--- src/shared/itas_pkg.sv ---
// package for the two-wire bus timeout and abort-cause status block
// assumes an APB slave at 200 MHz pclk; master/slave engine lies outside
// Function
// - timeout enable bit 0 of timeout register, effective only in master mode
// - enabled timeout: after 256 periods of unready slave, master resets itself
// - start byte acknowledged as master sets abort bit 7
// - 7-bit address unacknowledged as master sets abort bit 0
package itas_pkg;
  localparam logic [7:0] ITAS_OFS_TIMEOUT = 8'h7C;
  localparam logic [7:0] ITAS_OFS_ABORT = 8'h80;
  localparam logic [7:0] ITAS_OFS_IRQ_EN = 8'h84;
  localparam logic [7:0] ITAS_OFS_IRQ_CLR = 8'h88;
  localparam logic [7:0] ITAS_OFS_IRQ_STAT = 8'h8C;
  localparam int ITAS_TIMEOUT_ENABLE_BIT_BIT = 0;
  localparam int ITAS_TIMEOUT_COUNT_VALUE_LSB = 4;
  localparam int ITAS_TIMEOUT_COUNT_VALUE_W = 8;
  localparam int ITAS_TIMEOUT_PERIODS = 256;
  localparam int ITAS_ABORT_W = 16;
  localparam int ITAS_START_BYTE_ACKED_FLAG_BIT = 7;
  localparam int ITAS_7ADR_BIT = 0;
  localparam int ITAS_IRQ_W = 2;
  localparam int ITAS_IRQ_ABORT = 0;
  localparam int ITAS_IRQ_TIMEOUT = 1;
  localparam logic ITAS_TIMEOUT_ENABLE_BIT_RST = 1'b0;
  localparam logic [15:0] ITAS_ABORT_RST = 16'h0000;
endpackage

--- src/verilog/itas_timeout_cnt.sv ---
// counts unready-slave periods and flags expiry
// assumes period_tick is a one-cycle pulse per bus period
module itas_timeout_cnt
  import itas_pkg::*;
#(
  parameter int LIMIT = ITAS_TIMEOUT_PERIODS
) (
  input wire logic pclk,
  input wire logic presetn,
  input wire logic clk_en,
  input wire logic run,
  input wire logic period_tick,
  output logic [ITAS_TIMEOUT_COUNT_VALUE_W-1:0] count,
  output logic expire
);
  typedef struct packed {
    logic [ITAS_TIMEOUT_COUNT_VALUE_W-1:0] cnt;
    logic exp;
  } itas_cnt_t;
  itas_cnt_t st_ff, nxt_st;

  always_comb begin
    nxt_st = st_ff;
    nxt_st.exp = 1'b0;
    if (!run) begin
      nxt_st.cnt = '0;
    end else if (period_tick) begin
      // 8-bit counter wraps from 255 to 0 on the 256th period
      if (st_ff.cnt == ITAS_TIMEOUT_COUNT_VALUE_W'(LIMIT - 1)) begin
        nxt_st.exp = 1'b1;
        nxt_st.cnt = '0;
      end else begin
        nxt_st.cnt = st_ff.cnt + 8'h01;
      end
    end
  end

  always_ff @(posedge pclk or negedge presetn) begin
    if (!presetn) begin
      st_ff <= '0;
    end else if (clk_en) begin
      st_ff <= nxt_st;
    end
  end

  assign count = st_ff.cnt;
  assign expire = st_ff.exp;
endmodule

--- src/verilog/itas_top.sv ---
// APB register block: timeout control, abort causes, interrupt
// assumes the transfer engine pulses abort events synchronous to pclk
//
// Register access over APB was left to the implementer.
module itas_top
  import itas_pkg::*;
(
  input wire logic pclk,
  input wire logic presetn,
  input wire logic clk_en,
  input wire logic psel,
  input wire logic penable,
  input wire logic pwrite,
  input wire logic [7:0] paddr,
  input wire logic [31:0] pwdata,
  output logic [31:0] prdata,
  output logic pready,
  output logic pslverr,
  input wire logic master_mode,
  input wire logic slave_unready,
  input wire logic period_tick,
  input wire logic [ITAS_ABORT_W-1:0] abort_event,
  output logic master_reset,
  output logic irq
);
  typedef struct packed {
    logic timeout_enable_bit;
    logic [ITAS_ABORT_W-1:0] abort;
    logic [ITAS_IRQ_W-1:0] irq_stat;
    logic [ITAS_IRQ_W-1:0] irq_en;
    logic [31:0] rdata;
    logic mreset;
  } itas_state_t;
  itas_state_t st_ff, nxt_st;

  logic [ITAS_TIMEOUT_COUNT_VALUE_W-1:0] timeout_count_value;
  logic expire;
  logic run;
  logic wr;
  logic rd;
  logic [ITAS_IRQ_W-1:0] irq_evt;

  // only a master waiting on an unready slave counts
  assign run = st_ff.timeout_enable_bit & master_mode & slave_unready;

  itas_timeout_cnt #(
    .LIMIT(ITAS_TIMEOUT_PERIODS)
  ) u_cnt (
    .pclk(pclk),
    .presetn(presetn),
    .clk_en(clk_en),
    .run(run),
    .period_tick(period_tick),
    .count(timeout_count_value),
    .expire(expire)
  );

  assign wr = psel & penable & pwrite;
  assign rd = psel & penable & ~pwrite;
  assign irq_evt = {expire, |abort_event};

  always_comb begin
    nxt_st = st_ff;
    nxt_st.mreset = expire;
    // clear first, then events, so a same-cycle event wins
    if (wr && paddr == ITAS_OFS_TIMEOUT) begin
      nxt_st.timeout_enable_bit = pwdata[ITAS_TIMEOUT_ENABLE_BIT_BIT];
    end
    if (wr && paddr == ITAS_OFS_ABORT) begin
      // write 0 clears a cause; written ones keep it
      nxt_st.abort = st_ff.abort & pwdata[ITAS_ABORT_W-1:0];
    end
    if (wr && paddr == ITAS_OFS_IRQ_EN) begin
      nxt_st.irq_en = pwdata[ITAS_IRQ_W-1:0];
    end
    if (wr && paddr == ITAS_OFS_IRQ_CLR) begin
      nxt_st.irq_stat = st_ff.irq_stat & ~pwdata[ITAS_IRQ_W-1:0];
    end
    nxt_st.abort[ITAS_START_BYTE_ACKED_FLAG_BIT] = nxt_st.abort[ITAS_START_BYTE_ACKED_FLAG_BIT] |
      abort_event[ITAS_START_BYTE_ACKED_FLAG_BIT];
    nxt_st.abort[ITAS_7ADR_BIT] = nxt_st.abort[ITAS_7ADR_BIT] |
      abort_event[ITAS_7ADR_BIT];
    nxt_st.abort = nxt_st.abort | abort_event;
    nxt_st.irq_stat = nxt_st.irq_stat | irq_evt;
    nxt_st.rdata = 32'h0000_0000;
    if (psel && !penable && !pwrite) begin
      // reserved bits read zero; software must ignore them anyway
      unique case (paddr)
        ITAS_OFS_TIMEOUT: begin
          nxt_st.rdata[ITAS_TIMEOUT_ENABLE_BIT_BIT] = st_ff.timeout_enable_bit;
          nxt_st.rdata[ITAS_TIMEOUT_COUNT_VALUE_LSB +: ITAS_TIMEOUT_COUNT_VALUE_W] = timeout_count_value;
        end
        ITAS_OFS_ABORT: nxt_st.rdata[ITAS_ABORT_W-1:0] = st_ff.abort;
        ITAS_OFS_IRQ_EN: nxt_st.rdata[ITAS_IRQ_W-1:0] = st_ff.irq_en;
        ITAS_OFS_IRQ_STAT: nxt_st.rdata[ITAS_IRQ_W-1:0] = st_ff.irq_stat;
        default: nxt_st.rdata = 32'h0000_0000;
      endcase
    end
  end

  always_ff @(posedge pclk or negedge presetn) begin
    if (!presetn) begin
      st_ff <= '{timeout_enable_bit: ITAS_TIMEOUT_ENABLE_BIT_RST, abort: ITAS_ABORT_RST,
                 irq_stat: '0, irq_en: '0, rdata: '0, mreset: 1'b0};
    end else if (clk_en) begin
      st_ff <= nxt_st;
    end
  end

  assign pready = 1'b1;
  assign pslverr = psel & penable & ~(paddr == ITAS_OFS_TIMEOUT ||
    paddr == ITAS_OFS_ABORT || paddr == ITAS_OFS_IRQ_EN ||
    paddr == ITAS_OFS_IRQ_CLR || paddr == ITAS_OFS_IRQ_STAT);
  assign prdata = rd ? st_ff.rdata : 32'h0000_0000;
  assign master_reset = st_ff.mreset;
  assign irq = |(st_ff.irq_stat & st_ff.irq_en);

  AST_START_BYTE_ACKED_FLAG_SET: assert property (@(posedge pclk) disable iff (!presetn)
    clk_en && abort_event[ITAS_START_BYTE_ACKED_FLAG_BIT] |=> st_ff.abort[ITAS_START_BYTE_ACKED_FLAG_BIT])
    else $error("start byte ack flag not set");
  AST_7ADR_SET: assert property (@(posedge pclk) disable iff (!presetn)
    clk_en && abort_event[ITAS_7ADR_BIT] |=> st_ff.abort[ITAS_7ADR_BIT])
    else $error("7-bit nack flag not set");
  AST_ABORT_SET: assert property (@(posedge pclk) disable iff (!presetn)
    clk_en |=> ((st_ff.abort & $past(abort_event)) == $past(abort_event)))
    else $error("abort cause lost");
  AST_NO_RUN_NO_RESET: assert property (@(posedge pclk)
    disable iff (!presetn)
    !st_ff.timeout_enable_bit && !$past(st_ff.timeout_enable_bit) && !$past(st_ff.timeout_enable_bit, 2)
    |-> !master_reset)
    else $error("timeout fired while disabled");
  AST_RESET_ON_EXPIRE: assert property (@(posedge pclk)
    disable iff (!presetn)
    clk_en && expire |=> master_reset)
    else $error("expiry did not reset master");
  AST_EXPIRE_AT_LIMIT: assert property (@(posedge pclk)
    disable iff (!presetn)
    $rose(expire) |-> $past(timeout_count_value) == 8'hFF)
    else $error("timeout expired early");
  AST_TIMEOUT_ENABLE_BIT_WRITE: assert property (@(posedge pclk) disable iff (!presetn)
    clk_en && wr && paddr == ITAS_OFS_TIMEOUT
    |=> st_ff.timeout_enable_bit == $past(pwdata[0]))
    else $error("enable write lost");
  AST_RSVD_ZERO: assert property (@(posedge pclk) disable iff (!presetn)
    rd && paddr == ITAS_OFS_TIMEOUT |-> prdata[31:12] == 20'h0
    && prdata[3:1] == 3'h0)
    else $error("reserved bits not zero");
  COV_START_BYTE_ACKED_FLAG: cover property (@(posedge pclk) abort_event[ITAS_START_BYTE_ACKED_FLAG_BIT]);
  COV_EXPIRE: cover property (@(posedge pclk) expire);
  COV_IRQ: cover property (@(posedge pclk) irq);
  COV_MRESET: cover property (@(posedge pclk) master_reset);
  COV_SLVERR: cover property (@(posedge pclk) pslverr);

  // bus side: zero wait, error only on unmapped access
  AST_PREADY_HIGH: assert property (@(posedge pclk)
    disable iff (!presetn)
    psel && penable |-> pready)
    else $error("pready low in access phase");
  AST_NO_ERR_IDLE: assert property (@(posedge pclk)
    disable iff (!presetn)
    !psel |-> !pslverr)
    else $error("error outside a transfer");
  AST_NO_ERR_MAPPED: assert property (@(posedge pclk)
    disable iff (!presetn)
    psel && penable && paddr == ITAS_OFS_ABORT |-> !pslverr)
    else $error("error on mapped register");
  AST_PRDATA_IDLE: assert property (@(posedge pclk)
    disable iff (!presetn)
    !rd |-> prdata == 32'h0000_0000)
    else $error("read data outside read access");
  AST_UNMAPPED_RD_ZERO: assert property (@(posedge pclk)
    disable iff (!presetn)
    rd && pslverr |-> prdata == 32'h0000_0000)
    else $error("unmapped read not zero");
  AST_CLR_READS_ZERO: assert property (@(posedge pclk)
    disable iff (!presetn)
    rd && paddr == ITAS_OFS_IRQ_CLR |-> prdata == 32'h0000_0000)
    else $error("clear register readable");
  AST_ABORT_RSVD: assert property (@(posedge pclk)
    disable iff (!presetn)
    rd && paddr == ITAS_OFS_ABORT |-> prdata[31:16] == 16'h0000)
    else $error("abort reserved bits not zero");

  // state is frozen while the enable is low
  AST_FREEZE: assert property (@(posedge pclk) disable iff (!presetn)
    !clk_en |=> $stable(st_ff))
    else $error("state moved while frozen");

  // enable bit keeps its value unless written; abort flags can be set by events but drop only when written
  AST_TIMEOUT_ENABLE_BIT_HOLD: assert property (@(posedge pclk)
    disable iff (!presetn)
    clk_en && !(wr && paddr == ITAS_OFS_TIMEOUT) |=> $stable(st_ff.timeout_enable_bit))
    else $error("enable bit changed unwritten");
  AST_ABORT_STICKY: assert property (@(posedge pclk)
    disable iff (!presetn)
    clk_en && !(wr && paddr == ITAS_OFS_ABORT)
    |=> (st_ff.abort & $past(st_ff.abort)) == $past(st_ff.abort))
    else $error("abort flag dropped unwritten");
  AST_ABORT_CLR: assert property (@(posedge pclk)
    disable iff (!presetn)
    clk_en && wr && paddr == ITAS_OFS_ABORT && pwdata[15:0] == 16'h0000
    && abort_event == '0 |=> st_ff.abort == '0)
    else $error("abort flags not cleared");

  // counter behaviour behind the timeout
  AST_RUN_CLEARS: assert property (@(posedge pclk)
    disable iff (!presetn)
    clk_en && !run |=> timeout_count_value == 8'h00)
    else $error("count kept without run");
  AST_COUNT_STEP: assert property (@(posedge pclk)
    disable iff (!presetn)
    clk_en && run && period_tick && timeout_count_value != 8'hFF
    |=> timeout_count_value == $past(timeout_count_value) + 8'h01)
    else $error("count did not step");
  AST_COUNT_HOLD: assert property (@(posedge pclk)
    disable iff (!presetn)
    clk_en && run && !period_tick |=> timeout_count_value == $past(timeout_count_value))
    else $error("count moved without tick");
  AST_EXPIRE_NEEDS_RUN: assert property (@(posedge pclk)
    disable iff (!presetn)
    $rose(expire) |-> $past(run) && $past(period_tick))
    else $error("expiry without running count");

  // interrupt status and enable
  AST_IRQ_MASKED: assert property (@(posedge pclk)
    disable iff (!presetn)
    st_ff.irq_en == '0 |-> !irq)
    else $error("irq while all masked");
  AST_IRQ_SET_ABORT: assert property (@(posedge pclk)
    disable iff (!presetn)
    clk_en && |abort_event |=> st_ff.irq_stat[ITAS_IRQ_ABORT])
    else $error("abort status not set");
  AST_IRQ_SET_TIMEOUT: assert property (@(posedge pclk)
    disable iff (!presetn)
    clk_en && expire |=> st_ff.irq_stat[ITAS_IRQ_TIMEOUT])
    else $error("timeout status not set");
  AST_IRQ_CLR: assert property (@(posedge pclk)
    disable iff (!presetn)
    clk_en && wr && paddr == ITAS_OFS_IRQ_CLR && pwdata[0]
    && abort_event == '0 |=> !st_ff.irq_stat[ITAS_IRQ_ABORT])
    else $error("abort status not cleared");
  AST_IRQ_EN_WRITE: assert property (@(posedge pclk)
    disable iff (!presetn)
    clk_en && wr && paddr == ITAS_OFS_IRQ_EN
    |=> st_ff.irq_en == $past(pwdata[1:0]))
    else $error("irq enable write lost");
endmodule

--- config.mk ---
export PLATFORM = sky130hd
export DESIGN_NAME = itas_top
export DESIGN_NICKNAME = d
export VERILOG_FILES = /design/src/shared/itas_pkg.sv /design/src/verilog/itas_timeout_cnt.sv /design/src/verilog/itas_top.sv
export SDC_FILE = /design/constraint.sdc
export NUM_CORES = 1
export LEC_CHECK = 0
export BUFFER_PORTS_ARGS = -buffer_cell sky130_fd_sc_hd__buf_4
export CORE_ASPECT_RATIO = 2
export CORE_UTILIZATION = 44
export DETAILED_ROUTE_END_ITERATION = 8
export MAX_ROUTING_LAYER = met4
export PLACE_DENSITY = 0.87
export SETUP_SLACK_MARGIN = 0.02
export SLEW_MARGIN = 10
export SYNTH_ARGS = -nofsm -noshare
export SYNTH_HDL_FRONTEND = slang
export SYNTH_SLANG_ARGS = --single-unit
--- constraint.sdc ---
create_clock -name pclk -period 1.59 [get_ports pclk]
set_clock_uncertainty 0.1 [all_clocks]
set_input_delay 0.159 -clock pclk [delete_from_list [all_inputs] [get_ports pclk]]
set_output_delay 0.159 -clock pclk [all_outputs]
set_load 0.02 [all_outputs]
==> results.tsv <==
stage	metric	value	unit
global_route	initial antenna violation count	1	
setup_path	largest fanout on the critical path	5	
timing	slack of the critical path	-0.0783	ns
clock_network	Clk pin slew, worst setup/hold paths	0.09	ns
logic_synthesis	main area contributors after synthesis	dfrtp_1, nand2_1, buf_4	
setup_path	R2R depth	5	
setup_path	slowest CP cell	or4_1	
setup_path	r2r setup slk	-0.08	ns
finish	# fillers	419	
logic_synthesis	mux contribution to synthesized area	0.0258	
global_route	vias in the first global route	2515	
logic_synthesis	largest family of logic cells by synthesized area	simple AND/OR/NAND/NOR gates	
clock_network	root buffer cell	clkbuf_8	
global_route	first-pass GRT wire length	11700	um
global_route	global route overflow	0	
logic_synthesis	count leader, synth	dfrtp_1	
run	max-cap violation count	0	
floorplanning	Core Footprint	5470	sq um
route	Met3 Wirelength	422	um
setup_path	Worst Setup SP	u_cnt.count[0]	
worst_hold_path	hold path start	pwdata[1]	
route	drt first pass iters	5	
timing	Rel. slew slack	0.602	
floorplanning	row count	38	
worst_hold_path	Hold EP	st_ff[38]	
route	WL/cell	17.7	um
setup_path	Worst setup SP type	flip-flop	
setup_path	worst r2r src	u_cnt.count[0]	
logic_synthesis	Distinct cells, synth	48	
power_and_ir_drop	PwrDens	619	nW/um^2
finish	layout cells sized above 1	0.361	
route	vias per std cell	5.77	
finish	multi-input logic area	1270	sq um
logic_synthesis	Post-synth EDFFs	0	
timing	Fmax	599	MHz
place	PortBufs	67	
clock_network	CTS Buf Count	5	
global_route	largest net degree at the start of global routing	48	
floorplanning	Chip Width	55.5	um
logic_synthesis	Synth top cells by count	dfrtp_1, nand2_1, buf_4	
worst_hold_path	worst hold stages	3	
logic_synthesis	Synthesis Warnings	0	
timing	Slew @ Worst Pin	0.597	ns
setup_path	CP Capture Type	flip-flop	
timing	Tcrit/Tclk final	1.05	
worst_hold_path	Hold Crit Class	in -> reg	
timing	Hold Violations, Final	0	
timing	Final setup violation count	3	
timing	final setup TNS	-0.134	ns
logic_synthesis	share of the synthesized area in the top cell type	0.467	
power_and_ir_drop	Max VDD drop	0.000692	V
route	final WL	7910	um
power_and_ir_drop	Power Total	2.32	mW
timing	Period minus WS final	1.67	ns
clock_network	CTS tree	yes	
timing	Max Transition Viols Final	0	
place	GP Congestion	0.896	
clock_network	CTS sink cnt	47	
logic_synthesis	Async SR Flop Fraction	1.00	
logic_synthesis	top_reg_cell synth	dfrtp_1	
logic_synthesis	register area share after synthesis	0.467	
route	initial drt markers	132	
logic_synthesis	Synth Area in Simple Gates	0.235	
timing	RSZ-0062 raised after global routing	yes	
logic_synthesis	#FFs+latches synth	47	
finish	Synth-to-Final Area Change	48.2	%
global_route	gr usage total	0.260	
route	met1 wire length	2680	um
clock_network	insertion delay to the later sink of the worst-skew pair	0.31	ns
setup_path	arrival time of the worst setup path	1.79	ns
setup_path	critical setup path kind	reg -> reg	
route	met2 WL	4450	um
logic_synthesis	Synth Area in Compound Gates	0.182	
logic_synthesis	Syn Inst Count	254	
logic_synthesis	Synth Area in Adders	0.00496	
place	dpl ws	-0.343	ns
clock_network	H-tree levels	2	
place	hpwl dp	5260	um
floorplanning	Starting Density	0.461	
setup_path	R2R Path End	u_cnt.count[5]	
logic_synthesis	syn_area_per_cell	9.93	sq um
power_and_ir_drop	leakage	1.70	nW
floorplanning	I/O pins	101	
setup_path	crit path cell chain	buf_4, and3_4, nand3_1, or4_1, o211ai_1	
setup_path	CP max stage delay	0.49	ns
status	failing checks	setup timing	
logic_synthesis	Post-Synthesis Cell Area	2520	sq um
setup_path	Critical Path RT	1.71	ns
finish	Seq. cell area	1180	sq um
floorplanning	die height	109	um
route	antenna-violating nets left	0	
route	total number of vias	2572	
floorplanning	die area	6060	sq um
status	outcome	finished with violations	
route	Max Used Layer	met4	
logic_synthesis	Yosys top cell by area	dfrtp_1	
route	DRC viols	0	
finish	Final nets	450	
logic_synthesis	XOR/XNOR share of the synthesized area	0	
clock_network	Max clock buf depth	2	
through the flow:
step | area, sq um | utilization | std cells | hold slack, ns
6_report | 3740 | 0.684 | 446 | 0.00532
5_1_grt | 3740 | 0.684 | 446 | 0.0164
4_1_cts | 3670 | 0.671 | 442 | 0.00286
3_5_place_dp | 3210 | 0.587 | 399 | 0.0992
3_3_place_gp | 3210 | 0.587 | 399 | 0.0926
2_1_floorplan | 2580 | - | 269 | -0.237
critical path, delay by kind of cell, from the launching register on:
| family | cells | cell delay, ns |
|---|---|---|
| AND/OR/NAND/NOR | 3 | 0.79 |
| flip-flops | 1 | 0.41 |
| buffers and inverters | 1 | 0.16 |
| AO/OA/AOI/OAI | 1 | 0.12 |
registers in the layout, summed over array words and instances, names as in the netlist:
register and cells:
master_reset 1, st_ff 37, u_cnt.count 8, u_cnt.expire 1
area by class of cell:
cell class / count / area share
multi-input cells: 191 / 0.339
flip-flops and latches: 47 / 0.315
repair buffers: 134 / 0.296
well taps: 60 / 0.0201
clock buffers: 5 / 0.0184
clock inverters: 3 / 0.00603
inverters: 5 / 0.00502
diodes: 1 / 0.000670
power by group:
group / leakage [nW] / internal, mW / switching, mW
sequential: 0.568 / 1.20 / 0.00102
combinational: 1.08 / 0.175 / 0.180
clock: 0.0489 / 0.319 / 0.445
total: 1.70 / 1.69 / 0.626
how the worst max path moves through the flow:
stage          slack (ns)  cells after the start              to
6_report            -0.08                      5  u_cnt.count[5]
4_1_cts             -0.06                      6         pslverr
3_3_place_gp        -0.32                      5       st_ff[42]
5_1_grt             -0.14                      6  u_cnt.count[3]
3_5_place_dp        -0.34                      5       st_ff[42]
2_1_floorplan       -0.18                      6       st_ff[43]
cell families (layout without fill, tap and decap cells):
group / count (synthesis) / count (layout)
other: 2 / 18
multiplexers: 6 / 6
flip-flops: 47 / 47
adder cells (fa/ha/maj): 1 / 1
AND/OR/NAND/NOR: 106 / 107
buffers and inverters: 32 / 147
AO/OA/AOI/OAI: 60 / 60
cells in the final DEF (no fill, tap or decap), drive strengths merged, types with 3 or more instances in the layout:
cell type,instances
mux2,4
dlygate4sd3,31
inv,7
nor2b,7
nor3,5
nor2,4
o21ai,24
clkbuf,5
nand4,5
nand2,42
nor4,6
buf,103
nand3,7
o2bb2ai,3
conb,17
a22o,9
or4,4
and2,16
dfrtp,47
a221o,8
a21oi,3
metal layers:
layer / global-route usage / vias to the layer above
li1: - / 1152
met1: 0.253 / 1250
met2: 0.470 / 138
met3: 0.0380 / 32
met4: 0.173 / 0
met5: - / -
repair_timing:
item / in CTS / in global routing
gates cloned: 0 / 1
hold buffers: 31 / 0
buffers inserted: 4 / 2
resized for setup: 7 / 10
pin swaps: 11 / 7
setup endpoints to repair: 8 / 32
endpoints found under the hold margin: 63 / 0
Note: power is estimated with default switching activity, not from simulation.
